==> config.mk <==
export PLATFORM = sky130hd
export DESIGN_NAME = radio_tx_rx_byte_fifos
export DESIGN_NICKNAME = d
export VERILOG_FILES = /design/src/byte_fifo.sv /design/src/radio_tx_rx_byte_fifos.sv
export SDC_FILE = /design/constraint.sdc
export NUM_CORES = 2
export LEC_CHECK = 0
export BUFFER_PORTS_ARGS = -buffer_cell sky130_fd_sc_hd__buf_2
export CAP_MARGIN = 5
export CORE_MARGIN = 2
export CORE_UTILIZATION = 57
export DETAILED_ROUTE_END_ITERATION = 10
export GPL_TIMING_DRIVEN = 0
export PLACE_DENSITY = 0.76
export SYNTH_ARGS = -nofsm -noshare
export SYNTH_HDL_FRONTEND = slang
export SYNTH_SLANG_ARGS = --single-unit
export TNS_END_PERCENT = 5
==> constraint.sdc <==
create_clock -name clk_in -period 3.15 [get_ports clk_in]
set_clock_uncertainty 0.1 [all_clocks]
set_input_delay 0.4725 -clock clk_in [delete_from_list [all_inputs] [get_ports clk_in]]
set_output_delay 0.4725 -clock clk_in [all_outputs]
set_load 0.005 [all_outputs]
==> src/byte_fifo.sv <==
// package of shared constants and the parameterised byte fifo
`timescale 1ns/1ns

package radio_fifo_pkg;
  // fifo geometry
  localparam int          BYTE_W        = 8;
  localparam int          FIFO_DEPTH    = 64;
  localparam int          CNT_W         = 7;
  localparam logic [6:0]  CNT_ZERO      = 7'h00;
  localparam logic [6:0]  CNT_ONE       = 7'h01;
  localparam logic [6:0]  DEMOD_STOP    = 7'h3f;
  // watermark coding: rx = base + 4v, tx = base - 4v
  localparam logic [6:0]  RX_THR_BASE   = 7'h04;
  localparam logic [6:0]  TX_THR_BASE   = 7'h3d;
  // output pin source codes
  localparam logic [5:0]  PIN_SEL_RX    = 6'h00;
  localparam logic [5:0]  PIN_SEL_TX    = 6'h02;
  // serial framing
  localparam logic [2:0]  BIT_FIRST     = 3'h0;
  localparam logic [2:0]  BIT_LAST      = 3'h7;
  localparam logic [2:0]  SYNC_IDLE_HI  = 3'h7;
  // serial access phases
  typedef enum logic [1:0] {PH_IDLE, PH_HEADER, PH_DATA} spi_phase_e;
endpackage : radio_fifo_pkg

module byte_fifo #(
  parameter int WIDTH = 8,
  parameter int DEPTH = 64,
  parameter int AW    = $clog2(DEPTH)
) (
  input  wire logic             clk_in,
  input  wire logic             resetn_in,
  input  wire logic             in_valid_in,
  input  wire logic [WIDTH-1:0] in_data_in,
  output logic                  in_ready_out,
  output logic                  out_valid_out,
  output logic [WIDTH-1:0]      out_data_out,
  input  wire logic             out_ready_in,
  output logic [AW:0]           count_out
);

  typedef struct packed {
    logic [DEPTH-1:0][WIDTH-1:0] mem;
    logic [AW-1:0]               wr;
    logic [AW-1:0]               rd;
    logic [AW:0]                 cnt;
  } fifo_state_s;

  fifo_state_s st_ff;
  fifo_state_s nxt_st;
  logic        push;
  logic        pop;

  // pointer and count update, refuses writes when full and reads when empty
  always_comb begin
    nxt_st = st_ff;
    push   = in_valid_in && (st_ff.cnt != (AW+1)'(DEPTH));
    pop    = out_ready_in && (st_ff.cnt != '0);
    if (push) begin
      nxt_st.mem[st_ff.wr] = in_data_in;
      nxt_st.wr            = st_ff.wr + AW'(1);
    end
    if (pop) begin
      nxt_st.rd = st_ff.rd + AW'(1);
    end
    if (push && !pop) begin
      nxt_st.cnt = st_ff.cnt + (AW+1)'(1);
    end else if (pop && !push) begin
      nxt_st.cnt = st_ff.cnt - (AW+1)'(1);
    end
    if (!resetn_in) begin
      nxt_st = '0;
    end
  end

  always_ff @(posedge clk_in) begin
    st_ff <= nxt_st;
  end

  // handshake and peek outputs
  assign in_ready_out  = (st_ff.cnt != (AW+1)'(DEPTH));
  assign out_valid_out = (st_ff.cnt != '0);
  assign out_data_out  = st_ff.mem[st_ff.rd];
  assign count_out     = st_ff.cnt;

endmodule : byte_fifo

==> src/radio_tx_rx_byte_fifos.sv <==
// receive and transmit byte fifos with serial host access and watermark pin
//
// Notes on behaviour
// - two separate 64-byte fifos, one for receive and one for transmit.
// - host reads receive bytes and writes transmit bytes only over serial port.
// - flag receive overflow and transmit underflow.
// - status byte during header carries rx fill on read, tx fill on write.
// - both fill counts are visible as read-only status outputs.
// - demod write during read of last byte keeps pointer; byte repeats.
// - 4-bit code v gives rx threshold 4(v+1) and tx threshold 61-4v.
// - threshold signal high while fill count is at or above threshold.
// - output pin select 0x00 shows rx threshold, 0x02 tx threshold.
`timescale 1ns/1ns

module radio_tx_rx_byte_fifos (
  input  wire logic       clk_in,
  input  wire logic       resetn_in,
  // serial host port, asynchronous pins
  input  wire logic       sclk_in,
  input  wire logic       csn_in,
  input  wire logic       si_in,
  output logic            so_out,
  // demodulator side
  input  wire logic       demod_valid_in,
  input  wire logic [7:0] demod_data_in,
  output logic            demod_ready_out,
  // modulator side
  output logic            mod_valid_out,
  output logic [7:0]      mod_data_out,
  input  wire logic       mod_ready_in,
  // configuration
  input  wire logic [3:0] buffer_watermark_select_in,
  input  wire logic [5:0] output_pin_select_in,
  input  wire logic       error_clear_in,
  // status
  output logic [6:0]      receive_fill_count_out,
  output logic [6:0]      transmit_fill_count_out,
  output logic            rx_overflow_out,
  output logic            tx_underflow_out,
  output logic            general_output_pin_out
);

  typedef struct packed {
    logic [2:0]                  sclk_s;
    logic [2:0]                  csn_s;
    logic [1:0]                  si_s;
    radio_fifo_pkg::spi_phase_e  phase;
    logic                        is_read;
    logic                        rd_pend;
    logic [2:0]                  bit_cnt;
    logic [7:0]                  shift_in;
    logic [7:0]                  shift_out;
    logic                        so;
    logic [7:0]                  mod_data;
    logic                        mod_valid;
    logic                        demod_ready;
    logic                        rx_ovf;
    logic                        tx_unf;
    logic                        pin;
    logic [6:0]                  rx_stat;
    logic [6:0]                  tx_stat;
  } top_state_s;

  top_state_s st_ff;
  top_state_s nxt_st;

  // fifo handshakes
  logic       rx_in_ready;
  logic       rx_out_valid;
  logic [7:0] rx_out_data;
  logic [6:0] rx_count;
  logic       rx_pop;
  logic       tx_in_ready;
  logic       tx_out_valid;
  logic [7:0] tx_out_data;
  logic [6:0] tx_count;
  logic       tx_push;
  logic [7:0] tx_push_data;
  logic       tx_pop;

  // threshold compare, used for both fifos
  function automatic logic level_reached(input logic [6:0] count,
                                         input logic [6:0] thr);
    level_reached = (count >= thr);
  endfunction : level_reached

  // receive fifo, filled by the demodulator, drained by host reads
  byte_fifo #(
    .WIDTH (radio_fifo_pkg::BYTE_W),
    .DEPTH (radio_fifo_pkg::FIFO_DEPTH)
  ) rx_fifo_i (
    .clk_in        (clk_in),
    .resetn_in     (resetn_in),
    .in_valid_in   (demod_valid_in),
    .in_data_in    (demod_data_in),
    .in_ready_out  (rx_in_ready),
    .out_valid_out (rx_out_valid),
    .out_data_out  (rx_out_data),
    .out_ready_in  (rx_pop),
    .count_out     (rx_count)
  );

  // transmit fifo, filled by host writes, drained by the modulator
  byte_fifo #(
    .WIDTH (radio_fifo_pkg::BYTE_W),
    .DEPTH (radio_fifo_pkg::FIFO_DEPTH)
  ) tx_fifo_i (
    .clk_in        (clk_in),
    .resetn_in     (resetn_in),
    .in_valid_in   (tx_push),
    .in_data_in    (tx_push_data),
    .in_ready_out  (tx_in_ready),
    .out_valid_out (tx_out_valid),
    .out_data_out  (tx_out_data),
    .out_ready_in  (tx_pop),
    .count_out     (tx_count)
  );

  // next-state logic for serial port, modulator stage, flags and pin
  always_comb begin
    logic       sclk_rise;
    logic       sclk_fall;
    logic       cs_active;
    logic       cs_fall;
    logic       rx_push_now;
    logic       rx_thr_hit;
    logic       tx_thr_hit;
    logic [6:0] rx_thr;
    logic [6:0] tx_thr;
    logic [6:0] wm_x4;
    sclk_rise    = st_ff.sclk_s[1] && !st_ff.sclk_s[2];
    sclk_fall    = !st_ff.sclk_s[1] && st_ff.sclk_s[2];
    cs_active    = !st_ff.csn_s[1];
    cs_fall      = !st_ff.csn_s[1] && st_ff.csn_s[2];
    rx_push_now  = demod_valid_in && rx_in_ready;
    wm_x4        = {1'b0, buffer_watermark_select_in, 2'b00};
    rx_thr       = radio_fifo_pkg::RX_THR_BASE + wm_x4;
    tx_thr       = radio_fifo_pkg::TX_THR_BASE - wm_x4;
    rx_thr_hit   = level_reached(rx_count, rx_thr);
    tx_thr_hit   = level_reached(tx_count, tx_thr);
    nxt_st       = st_ff;
    rx_pop       = 1'b0;
    tx_push      = 1'b0;
    tx_push_data = st_ff.shift_in;
    tx_pop       = 1'b0;

    // two-stage synchronisers, third stage only for edge history
    nxt_st.sclk_s = {st_ff.sclk_s[1:0], sclk_in};
    nxt_st.csn_s  = {st_ff.csn_s[1:0], csn_in};
    nxt_st.si_s   = {st_ff.si_s[0], si_in};

    // serial framing: sample on rising sclk, shift out on falling sclk
    if (!cs_active) begin
      nxt_st.phase = radio_fifo_pkg::PH_IDLE;
      nxt_st.so    = 1'b0;
    end else if (cs_fall) begin
      nxt_st.phase     = radio_fifo_pkg::PH_HEADER;
      nxt_st.bit_cnt   = radio_fifo_pkg::BIT_FIRST;
      nxt_st.shift_out = 8'h00;
      nxt_st.so        = 1'b0;
      nxt_st.rd_pend   = 1'b0;
    end else begin
      if (sclk_rise && st_ff.phase != radio_fifo_pkg::PH_IDLE) begin
        nxt_st.shift_in = {st_ff.shift_in[6:0], st_ff.si_s[1]};
        nxt_st.bit_cnt  = st_ff.bit_cnt + 3'h1;
        // loaded byte leaves the fifo only once the host clocks its first bit,
        // so a prefetch at the end of an access never loses a byte
        if (st_ff.phase == radio_fifo_pkg::PH_DATA && st_ff.is_read &&
            st_ff.bit_cnt == radio_fifo_pkg::BIT_FIRST) begin
          nxt_st.rd_pend = 1'b0;
          // pointer held when the last byte collides with a new arrival
          rx_pop = st_ff.rd_pend &&
                   !(rx_count == radio_fifo_pkg::CNT_ONE && rx_push_now);
        end
        // first header bit picks direction and the fill count to report
        if (st_ff.phase == radio_fifo_pkg::PH_HEADER &&
            st_ff.bit_cnt == radio_fifo_pkg::BIT_FIRST) begin
          nxt_st.is_read   = st_ff.si_s[1];
          nxt_st.shift_out = st_ff.si_s[1] ? {rx_count, 1'b0}
                                           : {tx_count, 1'b0};
        end
        // byte boundary
        if (st_ff.bit_cnt == radio_fifo_pkg::BIT_LAST) begin
          nxt_st.phase = radio_fifo_pkg::PH_DATA;
          if (st_ff.phase == radio_fifo_pkg::PH_DATA && !st_ff.is_read) begin
            // a byte written while full is dropped by the fifo
            tx_push      = 1'b1;
            tx_push_data = {st_ff.shift_in[6:0], st_ff.si_s[1]};
          end
          if (st_ff.is_read) begin
            // stale data is loaded when empty and then never popped
            nxt_st.shift_out = rx_out_data;
            nxt_st.rd_pend   = rx_out_valid;
          end
        end
      end
      if (sclk_fall) begin
        nxt_st.so        = st_ff.shift_out[7];
        nxt_st.shift_out = {st_ff.shift_out[6:0], 1'b0};
      end
    end

    // modulator output register, refilled from the transmit fifo
    if (!st_ff.mod_valid || mod_ready_in) begin
      tx_pop           = 1'b1;
      nxt_st.mod_valid = tx_out_valid;
      if (tx_out_valid) begin
        nxt_st.mod_data = tx_out_data;
      end
    end

    // demodulator may push while the receive count is below 63, two or more below full
    nxt_st.demod_ready = (rx_count < radio_fifo_pkg::DEMOD_STOP);

    // sticky error flags, an event beats a same-cycle clear
    if (error_clear_in) begin
      nxt_st.rx_ovf = 1'b0;
      nxt_st.tx_unf = 1'b0;
    end
    if (demod_valid_in && !rx_in_ready) begin
      nxt_st.rx_ovf = 1'b1;
    end
    if (mod_ready_in && !st_ff.mod_valid) begin
      nxt_st.tx_unf = 1'b1;
    end

    // fill counts for status
    nxt_st.rx_stat = rx_count;
    nxt_st.tx_stat = tx_count;

    // threshold indication onto the general output pin
    if (output_pin_select_in == radio_fifo_pkg::PIN_SEL_RX) begin
      nxt_st.pin = rx_thr_hit;
    end else if (output_pin_select_in == radio_fifo_pkg::PIN_SEL_TX) begin
      nxt_st.pin = tx_thr_hit;
    end else begin
      nxt_st.pin = 1'b0;
    end

    // synchronous reset, select lines idle high
    if (!resetn_in) begin
      nxt_st        = '0;
      nxt_st.csn_s  = radio_fifo_pkg::SYNC_IDLE_HI;
    end
  end

  // state register
  always_ff @(posedge clk_in) begin
    st_ff <= nxt_st;
  end

  // outputs straight from the state register
  assign so_out                  = st_ff.so;
  assign demod_ready_out         = st_ff.demod_ready;
  assign mod_valid_out           = st_ff.mod_valid;
  assign mod_data_out            = st_ff.mod_data;
  assign receive_fill_count_out  = st_ff.rx_stat;
  assign transmit_fill_count_out = st_ff.tx_stat;
  assign rx_overflow_out         = st_ff.rx_ovf;
  assign tx_underflow_out        = st_ff.tx_unf;
  assign general_output_pin_out  = st_ff.pin;

endmodule : radio_tx_rx_byte_fifos

# Yosys cells after proc, flatten, opt, wreduce, memory -nomap -nowiden
# Cells that the tools add are included.
[op_classes] bitwise_logic=3 magnitude_cmp=9 addsub=11 muxes=48 n_reduce_logical=55 eq_ne=7
[op_table] op="$bwmux W512" n=2
[op_table] op="$mux W8" n=13
[op_table] op="$bmux W8 S6" n=2
[op_table] op="$demux W8 S6" n=2
[op_table] op="$lt A6 B7 Y1 const B" n=4
[op_table] op="$mux W7" n=4
[op_table] op="$add A6 B1 Y6 const B" n=4
[op_table] op="$logic_and A1 B1 Y1" n=22
[op_table] op="$mux W22" n=1
[op_table] op="$mux W1" n=20
[op_table] op="$mux W9" n=2
[op_table] op="$add A7 B1 Y7 const B" n=2
[op_table] op="$ge A7 B7 Y1" n=2
[op_table] op="$ne A7 B7 Y1 const B" n=2
[op_table] op="$reduce_bool A2 Y1" n=7
[op_table] op="$reduce_bool A7 Y1" n=2
[op_table] op="$sub A7 B1 Y7 const B" n=2
[op_table] op="$ge A6 B1 Y1 const B" n=2
[op_table] op="$logic_not A1 Y1" n=11
[op_table] op="$reduce_and A2 Y1" n=5
[op_table] op="$add A3 B6 Y7 const A" n=1
[op_table] op="$eq A7 B1 Y1 const B" n=1
[op_table] op="$lt A7 B6 Y1 const B" n=1
[op_table] op="$sub A6 B6 Y7 const A" n=1
[op_table] op="16 further kinds" n=18
[totals] reg_bits=1121 wordCells=286 in_bits=26 output_inout_bits=28

# Longest topological paths before layout
[depth] ltp_word=13 depth_mapped=14 mapped_depth_nobuf=13

# Hierarchy
# Synthesis repeated with hierarchy kept, for this count alone.
[hier_totals] hier_cells=6104 hier_area_um2=54013.1
[modules_own_cells] mod="byte_fifo (rx_fifo_i)" seq_area_each_um2=10630.2 area_per_inst_um2=25614.6 cells_each=2888 instances=1
[modules_own_cells] mod="byte_fifo (tx_fifo_i)" seq_area_each_um2=10630.2 area_per_inst_um2=25444.4 cells_each=2898 instances=1
[modules_own_cells] mod="radio_tx_rx_byte_fifos" seq_area_each_um2=1181.1 area_per_inst_um2=2954.1 cells_each=318 instances=1

# Worst setup path after synthesis
# No wires, ideal clock.
[synth_timing] path_type="reg2reg" from="register st_ff[44] (netlist name)" to="register tx_fifo_i.st_ff (netlist bit tx_fifo_i.count_out[6])" arrival_ns=3.115 path_buffers=1 setup_slack_ns=-0.186 stages_incl_launch_ff=15 period_less_slack_ns=3.336 path_cell_list="dfxtp_1 > ha_1 > ha_1 > and3_1 > and3_1 > clkbuf_1 > ha_1 > inv_1 > fa_1 > a21o_1 > a21oi_1 > o21bai_1 > a21oi_1 > mux2i_1 > mux2_2"
[synth_between] elab_chain_len=9 elab_cells_between_ends=11 cone_classes="eq/ne (1); mux (5); reduce/logical (5)"
[synth_rtl] element="from (decl)" line_no="radio_tx_rx_byte_fifos.sv:64" text="top_state_s st_ff;"
[synth_rtl] element="from (signal assigned)" line_no="radio_tx_rx_byte_fifos.sv:249" text="st_ff <= nxt_st;"
[synth_rtl] element="$eq A3 B3 Y1 *" line_no="radio_tx_rx_byte_fifos.sv:183" text="if (st_ff.bit_cnt == radio_fifo_pkg::BIT_LAST) begin"
[synth_rtl] element="$mux W1 *" line_no="radio_tx_rx_byte_fifos.sv:183"
[synth_rtl] element="$mux W1 *" line_no="radio_tx_rx_byte_fifos.sv:163" text="if (sclk_rise && st_ff.phase != radio_fifo_pkg::PH_IDLE) begin"
[synth_rtl] element="$mux W1 *" line_no="radio_tx_rx_byte_fifos.sv:156" text="end else if (cs_fall) begin"
[synth_rtl] element="$mux W1 *" line_no="radio_tx_rx_byte_fifos.sv:153" text="if (!cs_active) begin"
[synth_rtl] element="$logic_and A1 B1 Y1 *" line_no="byte_fifo.sv:57" text="push = in_valid_in && (st_ff.cnt != (AW+1)'(DEPTH));"
[synth_rtl] element="net tx_fifo_i.push" line_no="byte_fifo.sv:51" text="logic push;"
[synth_rtl] element="$logic_not A1 Y1" line_no="byte_fifo.sv:68" text="end else if (pop && !push) begin"
[synth_rtl] element="$logic_and A1 B1 Y1" line_no="byte_fifo.sv:68"
[synth_rtl] element="$reduce_bool A2 Y1 (no source line)"
[synth_rtl] element="to (signal assigned)" line_no="byte_fifo.sv:77" text="st_ff <= nxt_st;"
[synth_rtl] element="to (decl)" line_no="byte_fifo.sv:49" text="fifo_state_s st_ff;"
# Mark *: on every way through the listed nets, which the timed path passes. The rest lies on a longest branch.
# A chain may end at the register's enable or synchronous reset.

# Worst setup path in the final report
[layout_timing] from="register rx_fifo_i.st_ff (netlist bit rx_fifo_i.count_out[0])" to="register rx_fifo_i.st_ff[495] (netlist name)"
[layout_between] elab_chain_len=2
[layout_rtl] element="from (decl)" line_no="byte_fifo.sv:49"
[layout_rtl] element="from (signal assigned)" line_no="byte_fifo.sv:77"
[layout_rtl] element="$ne A7 B7 Y1" line_no="byte_fifo.sv:57"
[layout_rtl] element="$logic_and A1 B1 Y1" line_no="byte_fifo.sv:57"
# No other way between the ends.

==> impl_metrics.csv <==
group,metric,value,unit
synthesis,syn_nets,5196,
worst_setup_path,crit_family,"simple AND/OR/NAND/NOR gates",
placement,dp_hpwl,123000,um
route,wirelength,175000,um
synthesis,synth_top_family_by_area,"compound AO/OA/AOI/OAI gates",
floorplanning,start_util,0.573,
synthesis,yosysTopAreaCell,"dfxtp_1",
worst_setup_path,cp.required,3680,ps
job,drv_cap,0,
layout,syn_to_final_growth,11.8,%
global_routing,grt_pass1_vias,41076,
power_and_ir_drop,p_sw_frac,0.229,
clocking,clkTransAtPathRegs,60,ps
route,postRouteAntennaNets,0,
synthesis,syn_area,0.0524,mm^2
worst_setup_path,r2r-start,"rx_fifo_i.count_out[0]",
clocking,htreeDepth,3,
floorplanning,die_x,307,um
synthesis,synth_ff_type,"dfxtp_1",
synthesis,synth_cell_types,79,
outcome,status,"finished with violations",
synthesis,avgSynthCellArea,10.2,um^2
power_and_ir_drop,p_leak,0.0256,uW
synthesis,yosys.area_share.simple,0.166,
synthesis,yosys.area.top_type_share,0.428,
worst_setup_path,slowest_delay,790,ps
timing,finalSetupTns,-1680,ps
layout,final_common_cell,"dfxtp_1",
synthesis,synth_seq_cells,1121,
synthesis,synth_compound_area_frac,0.185,
layout,fin_area,0.0586,mm^2
synthesis,synth_warnings,0,
power_and_ir_drop,p_per_area,514,mW/mm^2
worst_setup_path,critPathCapture,"rx_fifo_i.st_ff[495]",
worst_setup_path,cp_data_arrival_time,3840,ps
floorplanning,pin_count,54,
synthesis,synth_area_leaders,"dfxtp_1 43%, o211a_1 9.8%, mux4_2 9.7%, nand2_1 6.5%, mux2i_1 5.8%",
worst_hold_path,holdCritPathClass,"primary input to register",
global_routing,grt_max_degree,16,
worst_setup_path,crit_path_start,"rx_fifo_i.count_out[0]",
floorplanning,die_area,0.0944,mm^2
clocking,clk_latency,710,ps
route,drtIter0Drc,6336,
timing,period_share,1.05,
clocking,clk_path_buf_depth,3,
global_routing,grt-ovfl-total,0,
placement,port_buffers,44,
global_routing,antenna_found_initial,8,
layout,n_fill_cell,7227,
worst_setup_path,rr_worst_depth,8,
timing,tightest_slew,1330,ps
timing,max_freq,0.302,GHz
synthesis,synth_edf_count,0,
worst_setup_path,setup.reg_to_reg.worst_slack,-160,ps
synthesis,synth_xor_area_frac,0.00485,
synthesis,synthCells,5142,
power_and_ir_drop,seqPwrFrac,0.474,
placement,placed_area,0.0541,mm^2
route,dr.pass1.iters,8,
clocking,cts_tree,"built",
floorplanning,rows,111,
global_routing,track_usage,0.362,
worst_setup_path,path_depth,8,
synthesis,async_flop_share,0,
worst_setup_path,crit_chain,"inv_1, ha_1, nand2_1, o21ai_4, nor3_4, clkbuf_1, nand3_1, a21boi_0",
clocking,cts_num_sinks,1121,
route,routedWlPerCell,26.5,um
route,drt-vias-per-instance,6.63,
timing,maxSlewHeadroom,0.109,
timing,maxSlewViolCount,0,
worst_setup_path,critPathKind,"register to register",
worst_setup_path,r2r_end,"rx_fifo_i.st_ff[495]",
timing,hold_viol_final,0,
synthesis,synthMuxAreaShare,0.160,
worst_setup_path,crit_buf_inv,2,
global_routing,grt_pass1_wl,259000,um
layout,drive_above_1_share,0.164,
worst_setup_path,cp_slowest_cell,"clkbuf_1",
power_and_ir_drop,internal-power,23200,uW
timing,finalWorstSetupSlack,-162,ps
layout,final_nets,5369,
worst_setup_path,worst_setup_path_end_kind,"register",
timing,setup_violations,23,
power_and_ir_drop,p_switching,6900,uW
route,routed-via-count,43712,
clocking,clockRootBuffer,"clkbuf_16",
clocking,cts_buffers,115,
synthesis,seq_area_frac_synth,0.428,
power_and_ir_drop,clockPowerShare,0.487,
outcome,violations,"negative setup slack",
placement,place_congestion,1.03,
worst_setup_path,critPathLaunchType,"register",
timing,rsz0062_at_grt,"true",
synthesis,synthAdderAreaFrac,0.00683,
timing,min_period,3310,ps
floorplanning,fp.coreArea,0.0914,mm^2
route,drc_errors,0,
worst_setup_path,worstPathMaxFanout,10,
power_and_ir_drop,power,30100,uW
power_and_ir_drop,ir_drop,0.418,mV
floorplanning,fp.dieH,307,um
layout,final_cell_mix,"1,113 x dfxtp_1, 906 x nand2_1, 515 x o211a_1, 303 x a21boi_0, 297 x mux2i_1",
power_and_ir_drop,pwr-share-comb,0.039,
[synth_stat cells, types with 9 or more instances]
cell      instances
a21boi_0        303
nand2_1         909
a21oi_1          58
xnor2_1          22
mux4_2          226
o221ai_1         14
buf_1            95
nor4_1           12
and2_1           53
a22oi_1          59
nand4_1          11
nand3_1         273
buf_2           116
nor3_1           15
o211a_1         515
clkbuf_1        224
buf_4            84
a211oi_1         22
dfxtp_1        1121
o21ai_0          89
mux2i_1         302
nor3_4           58
nand2b_1         14
inv_1            18
ha_1             27
nor2_1           43
a21boi_1         23
nor2_2           21
o22ai_1          32
nor2b_1         230
nor3_2            9
buf_6            10
[routing by layer]
layer  up-vias  wire [um]  part of all wire  track usage
li1      18861          -                 -            -
met1     21477      70100              0.40        0.502
met2      2835      72600              0.42        0.518
met3       535      24500              0.14        0.119
met4         4       7720             0.044        0.151
met5         -         26           0.00015            0
[power groups by stage]
stage	combinational, uW	sequential [uW]	clock, uW
floorplan	655	14600	0
global placement	1070	14600	0
detailed placement	1080	14600	0
CTS	1090	14300	14600
global route	1200	14300	15200
finish	1160	14300	14700
[worst min path at each step]
stage | cells past startpoint | end | start
2_1_floorplan | 1 | st_ff[54] | st_ff[53]
3_3_place_gp | 1 | st_ff[54] | st_ff[53]
3_5_place_dp | 1 | st_ff[54] | st_ff[53]
4_1_cts | 3 | tx_underflow_out | error_clear_in
5_1_grt | 3 | tx_underflow_out | error_clear_in
6_report | 3 | tx_underflow_out | error_clear_in
[kinds of logic after synthesis]
kind of cell,Yosys count
simple gates,1709
flops,1121
buf+inv,548
compound gates,1165
mux,542
xor+xnor,29
fa+ha+maj,28
[worst register-to-register path, delay by kind of cell, from the launching register on]
family | cells | cell delay [ps]
compound gates | 2 | 320
fa+ha+maj | 1 | 340
flops | 1 | 480
buf+inv | 2 | 960
simple gates | 3 | 1050
[registers in the layout, summed over array words and instances (netlist names)]
name                     flops
demod_ready_out              1
general_output_pin_out       1
mod_data_out                 8
mod_valid_out                1
receive_fill_count_out       7
rx_fifo_i.count_out          7
rx_fifo_i.st_ff            524
rx_overflow_out              1
so_out                       1
st_ff                       31
transmit_fill_count_out      7
tx_fifo_i.count_out          7
tx_fifo_i.st_ff            524
tx_underflow_out             1
[per-stage QoR]
| step | hold WS (ps) | util | cells | setup WS [ps] |
|---|---|---|---|---|
| floorplan | 286 | - | 5142 | 21.8 |
| global placement | 299 | 0.592 | 6372 | -650 |
| detailed placement | 297 | 0.592 | 6373 | -564 |
| CTS | 17.8 | 0.639 | 6595 | -195 |
| global route | 61.9 | 0.641 | 6597 | -165 |
| finish | 39.1 | 0.641 | 6598 | -162 |
[layout make-up]
type	count	area [um^2]	share of cell area
Multi-Input combinational cell	3473	27600	0.471
Sequential cell	1121	22500	0.383
Clock buffer	165	3400	0.0580
Buffer	529	2640	0.0450
Tap cell	1186	1480	0.0253
Clock inverter	48	642	0.0110
Timing Repair Buffer	56	318	0.00543
Inverter	19	71.3	0.00122
Antenna cell	1	2.50	0.0000427
[what timing repair did]
action,CTS,global route
endpoints found under the hold margin,4,0
pin swaps,3,5
setup buffers,5,2
hold buffers,4,0
gates resized for setup,57,69
endpoints found under the setup margin,238,310
Power figures use the tool's default switching activity.
